===== src/hw/gtcr_pkg.sv =====
// package: register map, field positions, reset values and timing for the general timer
package gtcr_pkg;
    localparam logic [7:0] ADDR_CONTROL = 8'hC0;
    localparam logic [7:0] ADDR_MODE = 8'hC1;
    localparam logic [7:0] ADDR_RC_LOW = 8'hC2;
    localparam logic [7:0] ADDR_RC_HIGH = 8'hC3;
    localparam logic [7:0] ADDR_CNT_LOW = 8'hC4;
    localparam logic [7:0] ADDR_CNT_HIGH = 8'hC5;
    localparam logic [7:0] ADDR_IRQ_EN = 8'hC6;
    localparam logic [7:0] ADDR_INSEL_A = 8'hC7;
    localparam logic [7:0] ADDR_INSEL_B = 8'hC8;
    localparam logic [7:0] ADDR_PWR_A = 8'hC9;
    localparam logic [7:0] ADDR_PWR_B = 8'hCA;
    localparam logic [7:0] ADDR_SUSP = 8'hCB;
    // control fields
    localparam int CTL_CAPTURE = 0;
    localparam int CTL_COUNTER = 1;
    localparam int CTL_RUN = 2;
    localparam int CTL_EVENT_EN = 3;
    localparam int CTL_EXT_FLAG = 6;
    localparam int CTL_OVF_FLAG = 7;
    localparam logic [7:0] CTL_MASK = 8'hCF;
    // mode fields
    localparam int MOD_UPDOWN = 0;
    localparam int MOD_PRE_LSB = 1;
    localparam int MOD_PRESCALER_ENABLE = 4;
    localparam int MOD_CAP_EDGE = 5;
    localparam int MOD_START_EN = 6;
    localparam int MOD_START_EDGE = 7;
    // enables
    localparam int IEN_EXT = 0;
    localparam int IEN_OVF = 1;
    localparam logic [7:0] IEN_MASK = 8'h03;
    // input select, power, suspend
    localparam int INSEL_COUNT = 2;
    localparam int INSEL_COUNT2 = 3;
    localparam int INSEL_EVENT = 4;
    localparam logic [7:0] INSEL_A_MASK = 8'h1F;
    localparam int INSEL_EVENT2 = 2;
    localparam logic [7:0] INSEL_B_MASK = 8'hFC;
    localparam int PWR_DISABLE = 3;
    localparam logic [7:0] PWR_A_MASK = 8'h7F;
    localparam int PWR2_DISABLE = 0;
    localparam logic [7:0] PWR_B_MASK = 8'h03;
    localparam int SUSP_BIT = 3;
    localparam int SUSP2_BIT = 4;
    localparam logic [7:0] SUSP_MASK = 8'h3F;
    // reset values
    localparam logic [7:0] RST_CONTROL = 8'h00;
    localparam logic [7:0] RST_MODE = 8'h00;
    localparam logic [7:0] RST_IRQ_EN = 8'h03;
    localparam logic [7:0] RST_SUSP = 8'h01;
    localparam logic [7:0] RST_ZERO = 8'h00;
    localparam logic [15:0] CNT_ZERO = 16'h0000;
    localparam logic [15:0] CNT_MAX = 16'hFFFF;
    // fixed timer divider
    localparam int FIXED_DIV = 12;
endpackage : gtcr_pkg


===== src/hw/gtcr_timer.sv =====
// general timer with capture and auto-reload, register port and pin sampling
`timescale 1ns/1ps
module gtcr_timer #(
    parameter logic MAPPED_AREA = 1'b0
) (
    input wire logic clk_sys_i,
    input wire logic nrst_i,
    input wire logic [7:0] reg_addr_i,
    input wire logic reg_mapped_i,
    input wire logic reg_wr_i,
    input wire logic reg_rd_i,
    input wire logic [7:0] reg_wdata_i,
    input wire logic count_pin0_i,
    input wire logic count_pin1_i,
    input wire logic event_pin0_i,
    input wire logic event_pin1_i,
    input wire logic debug_monitor_i,
    output logic [7:0] reg_rdata_o,
    output logic irq_o,
    output logic overflow_o
);
    typedef struct packed {
        logic [7:0] control;
        logic [7:0] mode;
        logic [15:0] reload;
        logic [15:0] count;
        logic [7:0] irq_en;
        logic [7:0] insel_a;
        logic [7:0] insel_b;
        logic [7:0] pwr_a;
        logic [7:0] pwr_b;
        logic [7:0] susp;
        logic [3:0] div12;
        logic [6:0] presc;
        logic [1:0] cnt0_sync;
        logic [1:0] cnt1_sync;
        logic cnt_prev;
        logic [1:0] evt0_sync;
        logic [1:0] evt1_sync;
        logic evt_prev;
        logic [7:0] rdata;
        logic irq;
        logic ovf_pulse;
    } gtcr_state_type;

    gtcr_state_type state_reg;
    gtcr_state_type state_next;

    // byte lane decode shared by read and write paths
    function automatic logic gtcr_hit(input logic [7:0] a, input logic [7:0] off, input logic mapped);
        gtcr_hit = (a == off) && (mapped == MAPPED_AREA);
    endfunction : gtcr_hit

    // edge helpers shared by the count and event pins
    function automatic logic gtcr_rose(input logic prev, input logic cur);
        gtcr_rose = !prev && cur;
    endfunction : gtcr_rose

    function automatic logic gtcr_fell(input logic prev, input logic cur);
        gtcr_fell = prev && !cur;
    endfunction : gtcr_fell

    logic sel_cnt_pin;
    logic sel_evt_pin;
    logic evt_rise;
    logic evt_fall;
    logic cap_edge;
    logic start_edge;
    logic tick;
    logic active;
    logic presc_tick;
    logic [7:0] presc_mask;
    logic ovf;
    logic down;
    logic [15:0] cnt_inc;
    logic [3:0] div_last;
    logic [7:0] hw_set;

    assign div_last = 4'(gtcr_pkg::FIXED_DIV - 1);

    always_comb begin
        state_next = state_reg;
        hw_set = 8'h00;
        // every pin synchronised on its own, the choice made on clean levels
        state_next.cnt0_sync = {state_reg.cnt0_sync[0], count_pin0_i};
        state_next.cnt1_sync = {state_reg.cnt1_sync[0], count_pin1_i};
        state_next.evt0_sync = {state_reg.evt0_sync[0], event_pin0_i};
        state_next.evt1_sync = {state_reg.evt1_sync[0], event_pin1_i};
        // switching the source may show one false edge; switch while stopped
        sel_cnt_pin = state_reg.insel_a[gtcr_pkg::INSEL_COUNT] ? state_reg.cnt1_sync[1]
            : state_reg.cnt0_sync[1];
        sel_evt_pin = state_reg.insel_a[gtcr_pkg::INSEL_EVENT] ? state_reg.evt1_sync[1]
            : state_reg.evt0_sync[1];
        state_next.cnt_prev = sel_cnt_pin;
        state_next.evt_prev = sel_evt_pin;
        evt_rise = gtcr_rose(state_reg.evt_prev, sel_evt_pin);
        evt_fall = gtcr_fell(state_reg.evt_prev, sel_evt_pin);
        cap_edge = state_reg.mode[gtcr_pkg::MOD_CAP_EDGE] ? evt_rise : evt_fall;
        start_edge = state_reg.mode[gtcr_pkg::MOD_START_EDGE] ? evt_rise : evt_fall;
        // disabled clock freezes prescaler, divider, count, start and capture; pin synchronisers keep sampling; registers stay accessible
        active = !state_reg.pwr_a[gtcr_pkg::PWR_DISABLE];

        // prescaler and fixed divider run freely while enabled
        presc_mask = 8'((9'h001 << state_reg.mode[gtcr_pkg::MOD_PRE_LSB +: 3]) - 9'h001);
        presc_tick = ({1'b0, state_reg.presc} & presc_mask) == presc_mask;
        if (active) begin
            state_next.presc = state_reg.presc + 7'h01;
            state_next.div12 = (state_reg.div12 == div_last) ? 4'h0 : state_reg.div12 + 4'h1;
        end
        if (state_reg.control[gtcr_pkg::CTL_COUNTER]) begin
            tick = gtcr_fell(state_reg.cnt_prev, sel_cnt_pin);
        end else if (state_reg.mode[gtcr_pkg::MOD_PRESCALER_ENABLE]) begin
            tick = presc_tick;
        end else begin
            tick = state_reg.div12 == div_last;
        end
        tick = tick && active && state_reg.control[gtcr_pkg::CTL_RUN]
            && !(state_reg.susp[gtcr_pkg::SUSP_BIT] && debug_monitor_i);

        down = state_reg.mode[gtcr_pkg::MOD_UPDOWN] && !state_reg.control[gtcr_pkg::CTL_CAPTURE]
            && !sel_evt_pin;
        ovf = 1'b0;
        cnt_inc = state_reg.count;
        state_next.ovf_pulse = 1'b0;
        if (tick) begin
            if (down) begin
                if (state_reg.count == state_reg.reload) begin
                    ovf = 1'b1;
                    cnt_inc = gtcr_pkg::CNT_MAX;
                end else begin
                    cnt_inc = state_reg.count - 16'h0001;
                end
            end else if (state_reg.count == gtcr_pkg::CNT_MAX) begin
                ovf = 1'b1;
                cnt_inc = state_reg.control[gtcr_pkg::CTL_CAPTURE] ? gtcr_pkg::CNT_ZERO
                    : state_reg.reload;
            end else begin
                cnt_inc = state_reg.count + 16'h0001;
            end
        end
        state_next.count = cnt_inc;
        if (ovf) begin
            state_next.control[gtcr_pkg::CTL_OVF_FLAG] = 1'b1;
            hw_set[gtcr_pkg::CTL_OVF_FLAG] = 1'b1;
            state_next.ovf_pulse = 1'b1;
            if (state_reg.mode[gtcr_pkg::MOD_UPDOWN] && !state_reg.control[gtcr_pkg::CTL_CAPTURE]) begin
                state_next.control[gtcr_pkg::CTL_EXT_FLAG] = !state_reg.control[gtcr_pkg::CTL_EXT_FLAG];
                hw_set[gtcr_pkg::CTL_EXT_FLAG] = !state_reg.control[gtcr_pkg::CTL_EXT_FLAG];
            end
        end

        // event pin: start, then capture or reload
        if (active && state_reg.mode[gtcr_pkg::MOD_START_EN] && !state_reg.control[gtcr_pkg::CTL_RUN]
            && start_edge) begin
            state_next.control[gtcr_pkg::CTL_RUN] = 1'b1;
            hw_set[gtcr_pkg::CTL_RUN] = 1'b1;
            if (state_reg.control[gtcr_pkg::CTL_EVENT_EN]) begin
                state_next.control[gtcr_pkg::CTL_EXT_FLAG] = 1'b1;
                hw_set[gtcr_pkg::CTL_EXT_FLAG] = 1'b1;
            end
        end else if (active && state_reg.control[gtcr_pkg::CTL_EVENT_EN] && cap_edge
            && !state_reg.mode[gtcr_pkg::MOD_UPDOWN]) begin
            // stopped timer gets the same capture or reload, with the same flag effect
            state_next.control[gtcr_pkg::CTL_EXT_FLAG] = 1'b1;
            hw_set[gtcr_pkg::CTL_EXT_FLAG] = 1'b1;
            if (state_reg.control[gtcr_pkg::CTL_CAPTURE]) begin
                state_next.reload = cnt_inc;
            end else begin
                state_next.count = state_reg.reload;
            end
        end

        // software writes; hardware sets above win over clears of flags
        if (reg_wr_i) begin
            if (gtcr_hit(reg_addr_i, gtcr_pkg::ADDR_CONTROL, reg_mapped_i)) begin
                // a flag raised in this very cycle survives a clearing write, even if already set
                state_next.control = (reg_wdata_i & gtcr_pkg::CTL_MASK) | hw_set;
            end
            if (gtcr_hit(reg_addr_i, gtcr_pkg::ADDR_MODE, reg_mapped_i)) begin
                state_next.mode = reg_wdata_i;
            end
            if (gtcr_hit(reg_addr_i, gtcr_pkg::ADDR_RC_LOW, reg_mapped_i)) begin
                state_next.reload[7:0] = reg_wdata_i;
            end
            if (gtcr_hit(reg_addr_i, gtcr_pkg::ADDR_RC_HIGH, reg_mapped_i)) begin
                state_next.reload[15:8] = reg_wdata_i;
            end
            if (gtcr_hit(reg_addr_i, gtcr_pkg::ADDR_CNT_LOW, reg_mapped_i)) begin
                state_next.count[7:0] = reg_wdata_i;
            end
            if (gtcr_hit(reg_addr_i, gtcr_pkg::ADDR_CNT_HIGH, reg_mapped_i)) begin
                state_next.count[15:8] = reg_wdata_i;
            end
            if (gtcr_hit(reg_addr_i, gtcr_pkg::ADDR_IRQ_EN, reg_mapped_i)) begin
                state_next.irq_en = reg_wdata_i & gtcr_pkg::IEN_MASK;
            end
            if (gtcr_hit(reg_addr_i, gtcr_pkg::ADDR_INSEL_A, reg_mapped_i)) begin
                state_next.insel_a = reg_wdata_i & gtcr_pkg::INSEL_A_MASK;
            end
            if (gtcr_hit(reg_addr_i, gtcr_pkg::ADDR_INSEL_B, reg_mapped_i)) begin
                state_next.insel_b = reg_wdata_i & gtcr_pkg::INSEL_B_MASK;
            end
            if (gtcr_hit(reg_addr_i, gtcr_pkg::ADDR_PWR_A, reg_mapped_i)) begin
                state_next.pwr_a = reg_wdata_i & gtcr_pkg::PWR_A_MASK;
            end
            if (gtcr_hit(reg_addr_i, gtcr_pkg::ADDR_PWR_B, reg_mapped_i)) begin
                state_next.pwr_b = reg_wdata_i & gtcr_pkg::PWR_B_MASK;
            end
            if (gtcr_hit(reg_addr_i, gtcr_pkg::ADDR_SUSP, reg_mapped_i)) begin
                state_next.susp = reg_wdata_i & gtcr_pkg::SUSP_MASK;
            end
        end

        // registered read data, zero for unmapped
        state_next.rdata = 8'h00;
        if (reg_rd_i) begin
            if (gtcr_hit(reg_addr_i, gtcr_pkg::ADDR_CONTROL, reg_mapped_i)) begin
                state_next.rdata = state_reg.control & gtcr_pkg::CTL_MASK;
            end else if (gtcr_hit(reg_addr_i, gtcr_pkg::ADDR_MODE, reg_mapped_i)) begin
                state_next.rdata = state_reg.mode;
            end else if (gtcr_hit(reg_addr_i, gtcr_pkg::ADDR_RC_LOW, reg_mapped_i)) begin
                state_next.rdata = state_reg.reload[7:0];
            end else if (gtcr_hit(reg_addr_i, gtcr_pkg::ADDR_RC_HIGH, reg_mapped_i)) begin
                state_next.rdata = state_reg.reload[15:8];
            end else if (gtcr_hit(reg_addr_i, gtcr_pkg::ADDR_CNT_LOW, reg_mapped_i)) begin
                state_next.rdata = state_reg.count[7:0];
            end else if (gtcr_hit(reg_addr_i, gtcr_pkg::ADDR_CNT_HIGH, reg_mapped_i)) begin
                state_next.rdata = state_reg.count[15:8];
            end else if (gtcr_hit(reg_addr_i, gtcr_pkg::ADDR_IRQ_EN, reg_mapped_i)) begin
                state_next.rdata = state_reg.irq_en;
            end else if (gtcr_hit(reg_addr_i, gtcr_pkg::ADDR_INSEL_A, reg_mapped_i)) begin
                state_next.rdata = state_reg.insel_a;
            end else if (gtcr_hit(reg_addr_i, gtcr_pkg::ADDR_INSEL_B, reg_mapped_i)) begin
                state_next.rdata = state_reg.insel_b;
            end else if (gtcr_hit(reg_addr_i, gtcr_pkg::ADDR_PWR_A, reg_mapped_i)) begin
                state_next.rdata = state_reg.pwr_a;
            end else if (gtcr_hit(reg_addr_i, gtcr_pkg::ADDR_PWR_B, reg_mapped_i)) begin
                state_next.rdata = state_reg.pwr_b;
            end else if (gtcr_hit(reg_addr_i, gtcr_pkg::ADDR_SUSP, reg_mapped_i)) begin
                state_next.rdata = state_reg.susp;
            end
        end

        // updown keeps the external flag out of the request
        state_next.irq = (state_next.control[gtcr_pkg::CTL_OVF_FLAG] && state_next.irq_en[gtcr_pkg::IEN_OVF])
            || (state_next.control[gtcr_pkg::CTL_EXT_FLAG] && state_next.irq_en[gtcr_pkg::IEN_EXT]
            && !state_next.mode[gtcr_pkg::MOD_UPDOWN]);
    end

    always_ff @(posedge clk_sys_i) begin
        if (!nrst_i) begin
            state_reg <= '0;
            state_reg.control <= gtcr_pkg::RST_CONTROL;
            state_reg.mode <= gtcr_pkg::RST_MODE;
            state_reg.irq_en <= gtcr_pkg::RST_IRQ_EN;
            state_reg.insel_a <= gtcr_pkg::RST_ZERO;
            state_reg.insel_b <= gtcr_pkg::RST_ZERO;
            state_reg.pwr_a <= gtcr_pkg::RST_ZERO;
            state_reg.pwr_b <= gtcr_pkg::RST_ZERO;
            state_reg.susp <= gtcr_pkg::RST_SUSP;
        end else begin
            state_reg <= state_next;
        end
    end

    assign reg_rdata_o = state_reg.rdata;
    assign irq_o = state_reg.irq;
    assign overflow_o = state_reg.ovf_pulse;
endmodule : gtcr_timer


===== config.mk =====
export PLATFORM = sky130hd
export DESIGN_NAME = gtcr_timer
export DESIGN_NICKNAME = d
export VERILOG_FILES = /design/src/hw/gtcr_pkg.sv /design/src/hw/gtcr_timer.sv
export SDC_FILE = /design/constraint.sdc
export NUM_CORES = 1
export LEC_CHECK = 0
export ABC_AREA = 1
export BUFFER_PORTS_ARGS = -buffer_cell sky130_fd_sc_hd__buf_2
export CAP_MARGIN = 20
export CORE_MARGIN = 3
export CORE_UTILIZATION = 30
export DETAILED_ROUTE_END_ITERATION = 10
export PLACE_DENSITY = 0.51
export SYNTH_ARGS = -nofsm -noshare
export SYNTH_HDL_FRONTEND = slang
export SYNTH_SLANG_ARGS = --single-unit

===== constraint.sdc =====
create_clock -name clk_sys_i -period 2.17 [get_ports clk_sys_i]
set_input_delay 0.3255 -clock clk_sys_i [delete_from_list [all_inputs] [get_ports clk_sys_i]]
set_output_delay 0.3255 -clock clk_sys_i [all_outputs]
set_load 0.05 [all_outputs]

Yosys cells after proc, flatten, opt, wreduce, memory -nomap -nowiden:

Cells that the tools add are included.

* input port bits: 26
* register bits: 107
* word-level logic and storage cells: 158
* output and inout port bits: 10

* shift-type cells: 1
* reductions and logical operators: 50
* multiplexer cells: 57
* bitwise gates (word level): 5
* add/sub/neg operators: 5
* equality and inequality tests: 16

Operators with widths (count)
* two-way mux 8 bit: 16
* equality test 8 bit (second input constant): 12
* two-way mux 16 bit: 6
* two-way mux 96 bit: 1
* two-way mux 32 bit: 2
* logical AND 1 bit: 30
* two-way mux 1 bit: 21
* two-way mux 6 bit: 3
* adder 16 x 1 -> 16 bit (second input constant): 1
* equality test 16 bit: 1
* equality test 16 bit (second input constant): 1
* AND reduction 2 bit: 8
* subtractor 16 x 1 -> 16 bit (second input constant): 1
* two-way mux 7 bit: 2
* zero test 1 bit: 10
* AND 7 x 8 -> 8 bit: 1
* equality test 8 bit: 1
* two-way mux 2 bit: 4
* bitwise OR 8 bit: 1
* << shifter 1 x 3 -> 8 bit (first input constant): 1
* subtractor 8 x 1 -> 8 bit (second input constant): 1
* adder 7 x 1 -> 7 bit (second input constant): 1
* two-way mux 5 bit: 1
* adder 4 x 1 -> 4 bit (second input constant): 1
* 5 further kinds: 7

Depth between registers and ports, before layout:

* word-level depth: 19
* depth in mapped cells: 16
* mapped depth without buffers: 15

Least setup slack after synthesis:

Ideal clock, no wire load.

* path type: reg-to-reg
* start: register state_reg[80] (netlist name)
* end: register state_reg[82] (netlist name)
* buffers on the path: 1
* period minus slack after synthesis: 1.811 ns
* cell stages (with the launch flop): 13
* required time: 2.100 ns
* library setup time: 0.070 ns
* path slack: 0.359 ns
* arrival: 1.741 ns
* cells stage by stage: dfxtp_1 > ha_1 > nand3_2 > nor2_4 > nand2_2 > buf_6 > o211ai_1 > nand3_1 > o21ai_2 > nand2_1 > nand2_1 > nand2_1 > a21oi_1

* word-level cells in the longest chain between the ends: 9
* elaborated cells on any way between the ends: 13
* those cells by class: 2 x add/sub; 2 x eq/ne; 9 x mux

RTL lines
* from (decl): line gtcr_timer.sv:46 `gtcr_state_type state_reg;`
* from (signal assigned): line gtcr_timer.sv:262 `state_reg <= state_next;`
* adder 16 x 1 -> 16 bit, or another cell as far along: line gtcr_timer.sv:138 `cnt_inc = state_reg.count + 16'h0001;`
* two-way mux 16 bit, on equally long branches: line gtcr_timer.sv:133, gtcr_timer.sv:127
* two-way mux 16 bit (*): line gtcr_timer.sv:126 `if (down) begin`
* two-way mux 16 bit (*): line gtcr_timer.sv:125 `if (tick) begin`
* two-way mux 16 bit: line gtcr_timer.sv:166 `if (state_reg.control[gtcr_pkg::CTL_CAPTURE]) begin`
* two-way mux 32 bit: line gtcr_timer.sv:161 `end else if (active && state_reg.control[gtcr_pkg::CTL_EVENT_EN] && cap_edge`
* two-way mux 32 bit (*): line gtcr_timer.sv:153 `if (active && state_reg.mode[gtcr_pkg::MOD_START_EN] && !state_reg.control[gtcr_pkg::CTL_RUN]`
* two-way mux 8 bit: line gtcr_timer.sv:188 `if (gtcr_hit(reg_addr_i, gtcr_pkg::ADDR_CNT_LOW, reg_mapped_i)) begin`
* two-way mux 96 bit (*): line gtcr_timer.sv:174 `if (reg_wr_i) begin`

Mark *: on every way between the ends. The rest lies on a longest branch, timed or not.
A chain may end at the register's enable or synchronous reset.

Final worst setup path:

* start: register state_reg[88] (netlist name)
* end: register state_reg[82] (netlist name)

* word-level cells in the longest chain between the ends: 9
* elaborated cells on any way between the ends: 11
* those cells by class: 2 x eq/ne; 9 x mux

RTL lines (line)
* equality test 16 bit, on equally long branches: gtcr_timer.sv:133, gtcr_timer.sv:127
* two-way mux 16 bit, on equally long branches: gtcr_timer.sv:133, gtcr_timer.sv:127
* two-way mux 16 bit (*): gtcr_timer.sv:126
* two-way mux 16 bit (*): gtcr_timer.sv:125
* two-way mux 16 bit: gtcr_timer.sv:166
* two-way mux 32 bit: gtcr_timer.sv:161
* two-way mux 32 bit (*): gtcr_timer.sv:153
* two-way mux 8 bit: gtcr_timer.sv:188
* two-way mux 96 bit (*): gtcr_timer.sv:174

Marked as above.

==> impl_metrics.ini <==
[die]
fp-row-count = 54
die_y_um = 157
start_util = 0.310
io_pins = 36
floorplan.die.width_um = 157
coreArea_mm2 = 0.0221
die-area_mm2 = 0.0247

[global_route]
grt_first_pass_wirelength_um = 37100
grt_usage = 0.192
antenna_found_initial = 0
grt_pass1_vias = 6682
overflow = 0
grt_max_degree = 61

[power]
seq_power_share = 0.522
p_comb_frac = 0.057
swShare = 0.255
p_sw_mw = 0.957
leakagePower_nw = 3.68
power-per-cell-area_mw_per_mm2 = 479
p_int_mw = 2.79
p_clk_frac = 0.421
ir_worst_vdd_mv = 0.413
power_mw = 3.75

[timing]
worstMarginPinSlew_ns = 0.560
relSlewSlack = 0.626
finalHoldViolCount = 0
period_minus_slack_ns = 1.97
skew_ns = 0.0113
finalWorstSetupSlack_ns = 0.199
slew_viol_final = 0
finalSetupViolations = 0
min_period_over_period = 0.908
max_freq_ghz = 0.507
fin_setup_tns_ns = 0

[route]
met3WireLength_um = 961
drt-vias-per-instance = 4.95
wire_per_inst_um = 16.3
drt-pass1-iter-count = 5
routed.top_layer = met4
m1WireLength_um = 11100
vias = 7219
drt_iter0_markers = 511
drt_wl_total_um = 23700
postRouteAntennaNets = 0
dr_wl_met2_um = 11100
drc = 0

[cells_and_area]
syn_to_final_growth_pct = 14.2
fin_area_mm2 = 0.00782
fill_cells = 2402
postLayoutCoreUtil = 0.354
largest_register_ffs = 91
seq_area_mm2 = 0.00212
drive_gt1_frac = 0.150
multi_input_area_mm2 = 0.00389
layout.nets = 1205
diodes = 0

[logic_synthesis]
synth_common_cells = nand2_1, inv_1, a21oi_1, dfxtp_1, nor2_1
ys.flop_type = dfxtp_1
postSynthCellCount = 1121
syn_avg_cell_area_um2 = 6.11
yosysUniqueCellTypes = 45
synth-async-reset-ratio = 0
syn_nets = 1152
synth_top_area_frac = 0.307
synth_top_cell_by_area = dfxtp_1
ys_seq_area_frac = 0.307
synth-edff-count = 0
yosysMostFrequentCell = nand2_1
yosys-top-cells-area = dfxtp_1, nand2_1, a21oi_1
ys_warn_count = 0
ys_ff_latch = 105
netlist_area_mm2 = 0.00685

[clock_tree]
hold_buffers = 0
cts_sinks = 105
h-tree-depth = 3
cts_tree = built
cts_buffer_depth = 2
clock_latency_ns = 0.37
cts_setup_buffers = 0
path_clk_slew_ns = 0.07
cts_resized = 0
root_buffer = clkbuf_16
cts_made_buffers = 9

[critical_path]
reg2reg_depth = 13
crit_required_ns = 2.45
critical_path.startpoint_type = register
crit_arrival_ns = 2.25
crit_fanout = 14
end_kind = register
crit_type = reg -> reg

[worst_hold_path]
hold_depth = 3
hold_class = in -> reg

[place]
port-buffer-count = 35
dp_hpwl_um = 18400
post_dp_cell_area_mm2 = 0.00751
dp_slack_ns = 0.00146
gp_congestion = 0.915

[run_status]
status = finished clean

[flow_run]
maxCapViolations = 0
[power by group through the flow]
stage	clock network [mW]	registers [mW]	logic, mW
after global placement	0	2.00	0.211
after floorplan	0	2.00	0.114
after detailed placement	0	2.00	0.211
after CTS	1.60	1.96	0.212
final	1.58	1.96	0.212
after global routing	1.67	1.96	0.240
[metal layers]
| layer | vias up | GRT usage |
|---|---|---|
| li1 | 3699 | - |
| met4 | 0 | 0.0653 |
| met1 | 3305 | 0.265 |
| met5 | - | 0 |
| met3 | 32 | 0.0140 |
| met2 | 183 | 0.320 |
[final cells by class]
cell class                 count  share of cell area
sequential                   105               0.271
clock buffer                   9              0.0288
inverter                     142              0.0682
clock inverter                 6             0.00560
timing repair buffer          95              0.0848
multi-input combinational    821               0.497
tap                          280              0.0448
[cells by family after synthesis]
family	count (synthesis)	synth area share
compound gates	246	0.191
buf+inv	195	0.130
flops	105	0.307
simple gates	554	0.342
xor+xnor	16	0.0205
fa+ha+maj	5	0.00914
[cells in the final DEF, fill, tap and decap left out, types with 2 or more instances in the layout]
master,n
dfxtp_2,11
buf_2,35
and2_1,2
xor2_1,14
o211ai_1,9
clkbuf_16,9
nand2_2,12
nor4_1,3
buf_12,3
buf_4,57
nor2_1,98
dfxtp_1,94
nor2_4,4
a22oi_1,2
nand2_1,320
inv_6,2
nor2_2,11
nand3_1,73
a21oi_2,5
nand3_2,3
o21ai_2,4
o21bai_1,2
o21ai_1,3
o21ai_0,99
nand4_1,8
clkinv_2,2
or2_2,2
nor3_1,11
a211oi_1,2
inv_2,11
nand3b_1,3
clkinv_1,3
xnor2_1,2
inv_1,128
a21oi_1,114
ha_1,4
[worst max-delay path, stage by stage, from the launching register on]
cell and delay (ns):
dfxtp_1 0.40, buf_4 0.17, nand2_1 0.08, inv_1 0.07
nand2_1 0.08, nor2_4 0.11, nand2_2 0.18, o211ai_1 0.21
nand3_1 0.11, o21ai_2 0.10, nand2_1 0.08, nand2_1 0.07
nand2_1 0.06, a21oi_1 0.17
[through the flow]
stage / instances / hold slack [ns]
after floorplan: 1121 / 0.390
after global placement: 1443 / 0.401
after detailed placement: 1443 / 0.405
after CTS: 1458 / 0.136
after global routing: 1458 / 0.156
final: 1458 / 0.142
[path summary, 6_finish.rpt]
| path | endpoint | from | slack, ns |
|---|---|---|---|
| max | state_reg[82] | state_reg[88] | 0.20 |
| min | state_next[17] | count_pin1_i | 0.14 |
| max reg2reg | state_reg[82] | state_reg[88] | 0.20 |
| min reg2reg | state_reg[19] | state_next[19] | 0.42 |
No activity file was read; power rests on OpenSTA's default activity.
